===== src/core/ffma_defines.vh =====
// Register map, field positions and reset values of the fault mask aggregator
`ifndef FFMA_DEFINES_VH
`define FFMA_DEFINES_VH

// ----------------------------------------------------------------------------
// Register indices and addressing
// ----------------------------------------------------------------------------
`define FFMA_IDX_INTEG_MASK   8'h49
`define FFMA_IDX_OCC_MASK     8'h4A
`define FFMA_IDX_PIN_GATE     8'h4B
`define FFMA_IDX_STATUS       8'h50
`define FFMA_IDX_PIN_CFG      8'h51
`define FFMA_ADDR_W           10
`define FFMA_DATA_W           32
`define FFMA_REG_W            16

// ----------------------------------------------------------------------------
// Writable bits and reset values
// ----------------------------------------------------------------------------
`define FFMA_INTEG_WMASK      16'hE800
`define FFMA_OCC_WMASK        16'h000F
`define FFMA_PIN_WMASK        16'h7F80
`define FFMA_INTEG_RST        16'h0000
`define FFMA_OCC_RST          16'h0000
`define FFMA_PIN_RST          16'h0780
`define FFMA_CFG_RST          1'h0

// ----------------------------------------------------------------------------
// Field positions
// ----------------------------------------------------------------------------
`define FFMA_B_SEC1           15
`define FFMA_B_SEC2           14
`define FFMA_B_SEC3           13
`define FFMA_B_MEM            11
`define FFMA_B_A_HI           3
`define FFMA_B_A_LO           2
`define FFMA_B_B_HI           1
`define FFMA_B_B_LO           0
`define FFMA_B_RAIL           14
`define FFMA_B_TIME           13
`define FFMA_B_INTEG          12
`define FFMA_B_OCC            11
`define FFMA_B_SCHK           10
`define FFMA_B_SIDLE          9
`define FFMA_B_SEDGE          8
`define FFMA_B_ACC            7
`define FFMA_B_FAULT_OUT      0

`endif


===== src/core/ffma_top.v =====
// Fault flag masking and aggregation with an Avalon-MM register slave
`timescale 1ns/100ps
`include "ffma_defines.vh"

module ffma_top
(
    // Clock, reset, enable
    input  wire        CLK_SYS,
    input  wire        NRST,
    input  wire        CE,
    // Avalon-MM slave
    input  wire [9:0]  AVS_ADDRESS,
    input  wire        AVS_READ,
    input  wire        AVS_WRITE,
    input  wire [31:0] AVS_WRITEDATA,
    input  wire [3:0]  AVS_BYTEENABLE,
    output reg  [31:0] AVS_READDATA,
    output reg         AVS_WAITREQUEST,
    output reg  [1:0]  AVS_RESPONSE,
    // Integrity sources, active high
    input  wire        CFG_SECTION_ONE_CHECK_ERR,
    input  wire        CFG_SECTION_TWO_CHECK_ERR,
    input  wire        CFG_SECTION_THREE_CHECK_ERR,
    input  wire        MEMORY_IMAGE_CHECK_ERR,
    // Overcurrent comparator sources, active high
    input  wire        CONV_A_HIGH_TRIP,
    input  wire        CONV_A_LOW_TRIP,
    input  wire        CONV_B_HIGH_TRIP,
    input  wire        CONV_B_LOW_TRIP,
    // Other status-level sources, active high
    input  wire        POWER_RAIL_ERR,
    input  wire        TIMEBASE_ERR,
    input  wire        SERIAL_CHECK_ERR,
    input  wire        SERIAL_IDLE_EXPIRY,
    input  wire        SERIAL_EDGE_COUNT_ERR,
    input  wire        ILLEGAL_ACCESS_ERR,
    // Summary flags and alarm pin
    output reg         INTEGRITY_SUMMARY_FLAG,
    output reg         OVERCURRENT_SUMMARY_FLAG,
    output reg         SHARED_ALARM_PIN
);

    // ------------------------------------------------------------------------
    // Helpers
    // ------------------------------------------------------------------------
    // Word-index decode, shared by the read and write paths
    function [7:0] word_idx;
        input [9:0] addr;
        begin
            word_idx = addr[9:2];
        end
    endfunction

    // Byte-lane merge restricted to the writable bits of a register
    function [15:0] lane_merge;
        input [15:0] old_val;
        input [31:0] wdata;
        input [3:0]  be;
        input [15:0] wmask;
        reg   [15:0] lanes;
        begin
            lanes = {{8{be[1]}}, {8{be[0]}}};
            lane_merge = (old_val & ~(lanes & wmask)) | (wdata[15:0] & lanes & wmask);
        end
    endfunction

    // ------------------------------------------------------------------------
    // State
    // ------------------------------------------------------------------------
    reg  [15:0] integ_mask_q;
    reg  [15:0] occ_mask_q;
    reg  [15:0] pin_gate_q;
    reg         fault_out_en_q;
    reg         ack_q;
    wire [7:0]  idx;
    wire        req;
    wire        hit;
    wire        integ_d;
    wire        occ_d;
    wire        pin_d;
    wire [15:0] status_w;

    assign idx = word_idx(AVS_ADDRESS);
    assign req = (AVS_READ | AVS_WRITE) & ~ack_q;
    assign hit = (idx == `FFMA_IDX_INTEG_MASK) | (idx == `FFMA_IDX_OCC_MASK) |
                 (idx == `FFMA_IDX_PIN_GATE) | (idx == `FFMA_IDX_STATUS) |
                 (idx == `FFMA_IDX_PIN_CFG);

    // ------------------------------------------------------------------------
    // Aggregation
    // ------------------------------------------------------------------------
    // Integrity summary from unmasked check errors
    assign integ_d =
        (CFG_SECTION_ONE_CHECK_ERR   & ~integ_mask_q[`FFMA_B_SEC1]) |
        (CFG_SECTION_TWO_CHECK_ERR   & ~integ_mask_q[`FFMA_B_SEC2]) |
        (CFG_SECTION_THREE_CHECK_ERR & ~integ_mask_q[`FFMA_B_SEC3]) |
        (MEMORY_IMAGE_CHECK_ERR      & ~integ_mask_q[`FFMA_B_MEM]);

    // Overcurrent summary from unmasked comparator trips
    assign occ_d =
        (CONV_A_HIGH_TRIP & ~occ_mask_q[`FFMA_B_A_HI]) |
        (CONV_A_LOW_TRIP  & ~occ_mask_q[`FFMA_B_A_LO]) |
        (CONV_B_HIGH_TRIP & ~occ_mask_q[`FFMA_B_B_HI]) |
        (CONV_B_LOW_TRIP  & ~occ_mask_q[`FFMA_B_B_LO]);

    // Pin takes the registered summaries so it lines up with status reads
    assign pin_d = fault_out_en_q & (
        (POWER_RAIL_ERR           & ~pin_gate_q[`FFMA_B_RAIL])  |
        (TIMEBASE_ERR             & ~pin_gate_q[`FFMA_B_TIME])  |
        (INTEGRITY_SUMMARY_FLAG   & ~pin_gate_q[`FFMA_B_INTEG]) |
        (OVERCURRENT_SUMMARY_FLAG & ~pin_gate_q[`FFMA_B_OCC])   |
        (SERIAL_CHECK_ERR         & ~pin_gate_q[`FFMA_B_SCHK])  |
        (SERIAL_IDLE_EXPIRY       & ~pin_gate_q[`FFMA_B_SIDLE]) |
        (SERIAL_EDGE_COUNT_ERR    & ~pin_gate_q[`FFMA_B_SEDGE]) |
        (ILLEGAL_ACCESS_ERR       & ~pin_gate_q[`FFMA_B_ACC]));

    // Raw sources stay visible regardless of masks
    assign status_w = {POWER_RAIL_ERR, TIMEBASE_ERR, INTEGRITY_SUMMARY_FLAG,
                       OVERCURRENT_SUMMARY_FLAG, SERIAL_CHECK_ERR, SERIAL_IDLE_EXPIRY,
                       SERIAL_EDGE_COUNT_ERR, ILLEGAL_ACCESS_ERR,
                       CFG_SECTION_ONE_CHECK_ERR, CFG_SECTION_TWO_CHECK_ERR,
                       CFG_SECTION_THREE_CHECK_ERR, MEMORY_IMAGE_CHECK_ERR,
                       CONV_A_HIGH_TRIP, CONV_A_LOW_TRIP,
                       CONV_B_HIGH_TRIP, CONV_B_LOW_TRIP};

    // Summary and pin registers
    always @(posedge CLK_SYS or negedge NRST)
    begin
        if (!NRST)
        begin
            INTEGRITY_SUMMARY_FLAG   <= 1'b0;
            OVERCURRENT_SUMMARY_FLAG <= 1'b0;
            SHARED_ALARM_PIN         <= 1'b0;
        end
        else if (CE)
        begin
            INTEGRITY_SUMMARY_FLAG   <= integ_d;
            OVERCURRENT_SUMMARY_FLAG <= occ_d;
            SHARED_ALARM_PIN         <= pin_d;
        end
    end

    // ------------------------------------------------------------------------
    // Register writes
    // ------------------------------------------------------------------------
    // Reserved bits are never stored, so they cannot read back as one
    always @(posedge CLK_SYS or negedge NRST)
    begin
        if (!NRST)
        begin
            integ_mask_q   <= `FFMA_INTEG_RST;
            occ_mask_q     <= `FFMA_OCC_RST;
            pin_gate_q     <= `FFMA_PIN_RST;
            fault_out_en_q <= `FFMA_CFG_RST;
        end
        else if (CE && req && AVS_WRITE)
        begin
            if (idx == `FFMA_IDX_INTEG_MASK)
                integ_mask_q <= lane_merge(integ_mask_q, AVS_WRITEDATA, AVS_BYTEENABLE,
                                           `FFMA_INTEG_WMASK);
            if (idx == `FFMA_IDX_OCC_MASK)
                occ_mask_q <= lane_merge(occ_mask_q, AVS_WRITEDATA, AVS_BYTEENABLE,
                                         `FFMA_OCC_WMASK);
            if (idx == `FFMA_IDX_PIN_GATE)
                pin_gate_q <= lane_merge(pin_gate_q, AVS_WRITEDATA, AVS_BYTEENABLE,
                                         `FFMA_PIN_WMASK);
            if (idx == `FFMA_IDX_PIN_CFG && AVS_BYTEENABLE[0])
                fault_out_en_q <= AVS_WRITEDATA[`FFMA_B_FAULT_OUT];
        end
    end

    // ------------------------------------------------------------------------
    // Bus answer
    // ------------------------------------------------------------------------
    // One wait cycle per access while CE is high; answer is registered so outputs are flop-driven
    always @(posedge CLK_SYS or negedge NRST)
    begin
        if (!NRST)
        begin
            ack_q           <= 1'b0;
            AVS_WAITREQUEST <= 1'b1;
            AVS_READDATA    <= 32'h00000000;
            AVS_RESPONSE    <= 2'h0;
        end
        else if (CE)
        begin
            ack_q           <= req;
            AVS_WAITREQUEST <= ~req;
            AVS_RESPONSE    <= (req && !hit) ? 2'h3 : 2'h0;
            if (req && AVS_READ)
            begin
                case (idx)
                    `FFMA_IDX_INTEG_MASK: AVS_READDATA <= {16'h0000, integ_mask_q};
                    `FFMA_IDX_OCC_MASK:   AVS_READDATA <= {16'h0000, occ_mask_q};
                    `FFMA_IDX_PIN_GATE:   AVS_READDATA <= {16'h0000, pin_gate_q};
                    `FFMA_IDX_STATUS:     AVS_READDATA <= {16'h0000, status_w};
                    `FFMA_IDX_PIN_CFG:    AVS_READDATA <= {31'h00000000, fault_out_en_q};
                    default:              AVS_READDATA <= 32'h00000000;
                endcase
            end
            else
                AVS_READDATA <= 32'h00000000;
        end
    end

endmodule // ffma_top


===== config.mk =====
export PLATFORM = sky130hd
export DESIGN_NAME = ffma_top
export DESIGN_NICKNAME = d
export VERILOG_FILES = /design/src/core/ffma_top.v
export VERILOG_INCLUDE_DIRS = /design/src /design/src/core
export SDC_FILE = /design/constraint.sdc
export NUM_CORES = 1
export LEC_CHECK = 0
export BUFFER_PORTS_ARGS = -buffer_cell sky130_fd_sc_hd__buf_2
export CAP_MARGIN = 10
export CORE_MARGIN = 2
export CORE_UTILIZATION = 40
export DETAILED_ROUTE_END_ITERATION = 10
export GPL_ROUTABILITY_DRIVEN = 1
export GPL_TIMING_DRIVEN = 1
export PLACE_DENSITY = 0.72
export RECOVER_POWER = 50
export SLEW_MARGIN = 20
export SYNTH_ARGS = -nofsm -noshare
export SYNTH_HDL_FRONTEND = slang
export SYNTH_SLANG_ARGS = --single-unit

===== constraint.sdc =====
create_clock -name CLK_SYS -period 3.1 [get_ports CLK_SYS]
set_input_delay 0.62 -clock CLK_SYS [delete_from_list [all_inputs] [get_ports CLK_SYS]]
set_output_delay 0.62 -clock CLK_SYS [all_outputs]
set_load 0.05 [all_outputs]

After elaboration in Yosys (flattened, before gate mapping). Cells that the tools add are included. W data, S select, Z words.

Reductions and logical operators: 10. Multiplexer cells: 3. Equal/unequal tests: 5. Bitwise operators: 64.

Operator list (number): $pmux W16 S5 (1); $and A16 B16 Y16 (4); $eq A8 B7 Y1 const B (5); $mux W32 (1); $and A1 B1 Y1 (18); $not A1 Y1 (18); $or A1 B1 Y1 (18); $not A15 Y16 (1); $not A16 Y16 (1); $not A4 Y16 (1); $or A16 B15 Y16 (1); $or A16 B16 Y16 (1); $or A16 B4 Y16 (1); $reduce_and A2 Y1 (4); $logic_and A1 B1 Y1 (5); $mux W2 (1); $logic_not A1 Y1 (1).

Register bits: 88. Output and inout port bits: 38. Bits of input ports: 65.

Depth between registers and ports, before layout. Gate-level depths: netlist of run 1.

Depth after elaboration: 10. Depth in mapped cells: 6.

Worst setup path after synthesis of run 1. Ideal clock, no wire load.

Path kind: input -> register. Start: input port AVS_ADDRESS[7]. End: register with a tool-made name. Arrival: 1969 ps. Path buffers: 1. Setup time: 125 ps. Stages on the path: 5. Required time: 2975 ps. Slack: 1006 ps. Cells stage by stage: or4b_4 -> nor3_4 -> nand2b_1 -> buf_6 -> mux2_4.

RTL lines: from (decl) (RTL line ffma_top.v:12) `input wire [9:0] AVS_ADDRESS,`.

==> flow_summary.yaml, run 1 <==
finish:
  fill_cells: 503
  final_cell_area_um2: 2430
  layout_commonest_cell: "buf_2"
  syn_to_final_growth_pct: 19.8
  drive_gt1_frac: 0.350
  final_cell_mix: "54 x buf_2, 34 x dfrtp_1, 18 x inv_1"
  diodes: 0
  finalNetCount: 307
placement:
  dp_hpwl_mm: 3.57
  gp_congestion: 0.786
  port_buffers: 63
  placedInstanceArea_um2: 2320
global_routing:
  grt_use_total: 0.165
  grt_pass1_wl_mm: 6.89
  overflow: 0
  antenna_found_initial: 0
  grt_max_degree: 40
  grt_pass1_vias: 1486
worst_setup_path:
  crit_path_top_delay_cell: "or4_1"
  setup.worst_path.start_class: "input pin"
  cp_data_required_time_ns: 3.27
  cp-end-kind: "flip-flop"
  path_max_fanout: 12
  path_cells: "clkbuf_1 -> nor2b_1 -> nand3_1 -> or4_1 -> mux2_1"
  path_class: "input pin to flip-flop"
  slowest_delay_ns: 0.60
  crit_family: "simple AND/OR/NAND/NOR gates"
  crit_arrival_ns: 2.48
  crit_buf_inv: 1
synth:
  syn_area_um2: 2030
  synth_area_leaders: "dfrtp_1 42%, dfstp_2 6.5%, buf_4 6.3%, mux2_4 5.2%, o2bb2ai_1 4.3%"
  synth.distinct_cells: 41
  avgSynthCellArea_um2: 11.2
  async_flop_share: 1.00
  synth_ff_type: "dfrtp_1"
  yosysTopAreaCell: "dfrtp_1"
  yosysWarnings: 0
  yosysTopAreaCellShare: 0.420
  syn-instance-count: 181
  synth_edf_count: 0
  synth-seq-cells: 39
  ys_seq_area_frac: 0.485
clocking:
  cts_buffers: 5
  ctsRootBufferMaster: "clkbuf_8"
  cts_tree: "done"
  cts_max_path_buffers: 2
  cts_htree_levels: 2
  cts_setup_buffers: 0
  postCtsHoldBufs: 0
  cts.sinks: 39
  clkTransAtPathRegs_ns: 0.08
  clock_insertion_delay_worst_skew_ns: 0.30
  post_cts_resized: 0
floorplan:
  ioPinCount: 103
  die_y_um: 75.2
  rows: 25
  die_width_um: 75.2
  die-area_um2: 5650
  core_um2: 4820
  start_util: 0.421
timing:
  final_max_slew_viol_count: 40
  fin_skew_ns: 0.00861
  rsz0062_at_grt: "no"
  fmax_ghz: 0.433
  slew_headroom: -0.400
  finalCriticalPeriod_ns: 2.31
  setup_viol: 0
  period_share: 0.745
  final.setup.tns_ns: 0
  holdWs_ns: 0.486
  worstMarginPinSlew_ns: 2.10
  hold_viol: 0
drt:
  drc: 0
  ant_nets: 0
  vias_per_cell: 5.01
  drt_wl_total_mm: 4.63
  drt_iter0_drc: 64
  drtPass1Iterations: 4
  wire_per_inst_um: 14.9
  vias: 1553
outcome:
  failed_checks: "capacitance limit, slew limit"
  status: "finished with violations"
power:
  leakage_nw: 1.24
  p_per_area_nw_per_um2: 469
  worst_ir_drop_vdd_mv: 0.255
worst_hold_path:
  hp-class: "flip-flop to flip-flop"
flow_run:
  cap_violations: 1
[stage by stage]
stage | util | std cells | setup WS (ns) | power (mW)
after floorplan | - | 196 | 1.01 | 0.665
final | 0.504 | 310 | 0.790 | 1.14
after CTS | 0.506 | 310 | 0.919 | 1.15
after global placement | 0.482 | 302 | 0.601 | 0.704
after detailed placement | 0.482 | 302 | 0.598 | 0.706
after global routing | 0.504 | 310 | 0.568 | 1.17
[cell families after synthesis]
| logic type | synth area share |
|---|---|
| AOI/OAI and AO/OA | 0.164 |
| buffers and inverters | 0.115 |
| DFF | 0.485 |
| muxes | 0.127 |
| other | 0.00185 |
| and+or+nand+nor | 0.108 |
[final cells by class]
| class | instances | area (um^2) | area share |
|---|---|---|---|
| Multi-Input combinational cell | 114 | 868 | 0.358 |
| Tap cell | 67 | 83.8 | 0.0345 |
| Sequential cell | 39 | 982 | 0.405 |
| Inverter | 19 | 71.3 | 0.0294 |
| Clock buffer | 6 | 82.6 | 0.0340 |
| Clock inverter | 2 | 35.0 | 0.0144 |
| Timing Repair Buffer | 63 | 304 | 0.125 |
[where the power goes]
part | switching [mW] | leakage (nW) | total [mW] | internal, mW
clock network | 0.181 | 0.0612 | 0.442 | 0.260
logic | 0.126 | 0.663 | 0.167 | 0.0414
registers | 0.00765 | 0.517 | 0.529 | 0.521
total | 0.315 | 1.24 | 1.14 | 0.823
[cell usage after synthesis (all sizes together) (3+ instances only)]
cell / number
a22o: 3
dfrtp: 34
nor3: 5
dfstp: 5
a22oi: 5
o2bb2ai: 10
o22ai: 8
o21ai: 7
nand2: 4
nand3: 3
inv: 19
nor2b: 4
mux2: 17
a221o: 4
a2bb2oi: 3
buf: 18
clkbuf: 6
mux2i: 4
nand2b: 3
nor2: 5
[path summary, 6_finish.rpt]
| path | slack [ns] | endpoint | startpoint | cells after the start |
|---|---|---|---|---|
| setup / recovery | 0.79 | flip-flop | CE | 5 |
| hold / removal | 0.49 | AVS_READDATA[9] | AVS_READDATA[9] | 1 |
| setup reg to reg | 1.19 | flip-flop | ack_q | 4 |
| hold reg to reg | 0.49 | AVS_READDATA[9] | AVS_READDATA[9] | 1 |
| max in group asynchronous | 0.97 | AVS_READDATA[2] | NRST | 1 |
| min in group asynchronous | 0.92 | AVS_READDATA[13] | NRST | 1 |
[metal layers]
metal | share of wire | track usage | routed length (um) | vias to the layer above
met3 | 0.058 | 0.0522 | 270 | 6
met2 | 0.48 | 0.263 | 2220 | 50
met4 | 0.012 | 0.0487 | 55 | 0
met5 | 0 | 0 | 0 | -
met1 | 0.45 | 0.217 | 2090 | 754
li1 | - | - | - | 743
No activity file was read; power rests on OpenSTA's default activity.
==> inputs of run 2 (changes only) <==
clock period = 2.26 ns   (was 3.1 ns; I/O delays follow)
==> run 2 against run 1 <==
The run now ends clean. Utilization up 0.31 points. Sequential cell count did not move. Wire length fell by 1.4%. Via count down 0.45%. Sequential power up 37%. Global-route usage is 1.1 points higher. Sequential share of layout area is 0.25 points lower. Register-to-register slack lost 0.81 ns. Clock power increased by 11%. Die area stayed put. Hold slack worse by 0.19 ns. Largest cell class unchanged. Largest power group unchanged.
==> flow_summary.yaml, run 2 (same netlist as run 1, synthesis figures left out) <==
outcome:
  status: "completed"
finish:
  drive_gt1_frac: 0.367
  diodes: 0
  final_cell_mix: "56 x buf_2, 34 x dfrtp_1, 18 x inv_1"
  finalNetCount: 312
  syn_to_final_growth_pct: 20.5
  layout_commonest_cell: "buf_2"
drt:
  drc: 0
  drt_iter0_drc: 58
  ant_nets: 0
  vias: 1546
  drtPass1Iterations: 4
  wire_per_inst_um: 14.5
  drt_wl_total_mm: 4.57
  vias_per_cell: 4.91
floorplan:
  die_width_um: 75.2
  die-area_um2: 5650
  start_util: 0.421
  die_y_um: 75.2
  rows: 25
  core_um2: 4820
  ioPinCount: 103
timing:
  setup_ws_ns: 0.382
  fin_skew_ns: 0.00614
  slew_headroom: 0.350
  worstMarginPinSlew_ns: 0.975
  fmax_ghz: 0.533
  finalCriticalPeriod_ns: 1.88
  period_share: 0.831
  setup_viol: 0
  rsz0062_at_grt: "no"
  final_max_slew_viol_count: 0
  holdWs_ns: 0.300
  final.setup.tns_ns: 0
  hold_viol: 0
placement:
  place_ws_ns: 0.109
  gp_congestion: 0.796
  port_buffers: 63
  dp_hpwl_mm: 3.53
power:
  worst_ir_drop_vdd_mv: 0.275
  leakage_nw: 1.26
  p_per_area_nw_per_um2: 592
  pwr-share-comb: 0.158
  p_int_mw: 1.02
  power_switching_mw: 0.427
  pwr-share-seq: 0.502
  switching_share: 0.295
  clockPowerShare: 0.340
worst_setup_path:
  setup.worst_path.start_class: "flip-flop"
  path_cells: "nor2b_1 -> nand3_1 -> or4_1 -> mux2_1"
  path_max_fanout: 5
  slowest_delay_ns: 0.59
  path_class: "flip-flop to flip-flop"
  cp_data_required_time_ns: 2.44
  crit_arrival_ns: 2.05
  cp-end-kind: "flip-flop"
  crit_buf_inv: 0
  crit_path_top_delay_cell: "or4_1"
  crit_family: "simple AND/OR/NAND/NOR gates"
clocking:
  ctsRootBufferMaster: "clkbuf_8"
  cts_setup_buffers: 0
  cts_tree: "done"
  cts_htree_levels: 2
  clkTransAtPathRegs_ns: 0.08
  postCtsHoldBufs: 0
  cts_max_path_buffers: 2
  cts.sinks: 39
  cts_buffers: 5
  clock_insertion_delay_worst_skew_ns: 0.30
  post_cts_resized: 0
flow_run:
  cap_violations: 0
global_routing:
  grt_use_total: 0.176
  grt_pass1_vias: 1557
  grt_max_degree: 40
  overflow: 0
  antenna_found_initial: 0
  grt_pass1_wl_mm: 7.31
worst_hold_path:
  hp-class: "input pin to async pin"
run 2: metrics by stage:
stage               total power [mW]  utilization  std cells  cell area, um^2
global route                    1.51        0.507        315             2440
global placement               0.967        0.490        307             2360
floorplan                      0.912            -        196             2080
finish                          1.45        0.507        315             2440
CTS                             1.46        0.509        315             2450
detailed placement             0.969        0.490        307             2360
run 2: per-layer routing:
metal / wire length, um / track usage
met2: 2140 / 0.268
met4: 77 / 0.0760
met3: 280 / 0.0442
met1: 2070 / 0.239
met5: 0 / 0
run 2: layout make-up:
cell class              instances  area (um^2)
repair buffers                 68          345
flip-flops and latches         39          982
multi-input cells             114          868
well taps                      67         83.8
clock inverters                 1         5.00
clock buffers                   7         86.3
fillers                       474         2370
inverters                      19         71.3
run 2: final timing paths:
| check | startpoint | end | slack, ns | cells after the start |
|---|---|---|---|---|
| min in group CLK_SYS | AVS_WRITEDATA[7] | flip-flop | 0.37 | 2 |
| worst max-delay path | ack_q | flip-flop | 0.38 | 4 |
| worst min-delay path | NRST | AVS_READDATA[13] | 0.30 | 1 |
| worst max register to register | ack_q | flip-flop | 0.38 | 4 |
| max in group asynchronous | NRST | AVS_READDATA[2] | 1.36 | 1 |
| worst min register to register | AVS_READDATA[9] | AVS_READDATA[9] | 0.49 | 1 |
run 2: power groups by stage:
| stage | sequential, mW | combinational, mW | clock [mW] |
|---|---|---|---|
| 6_report | 0.726 | 0.229 | 0.492 |
| 5_1_grt | 0.727 | 0.250 | 0.531 |
| 4_1_cts | 0.725 | 0.231 | 0.506 |
| 3_5_place_dp | 0.739 | 0.231 | 0 |
| 3_3_place_gp | 0.738 | 0.229 | 0 |
| 2_1_floorplan | 0.767 | 0.145 | 0 |
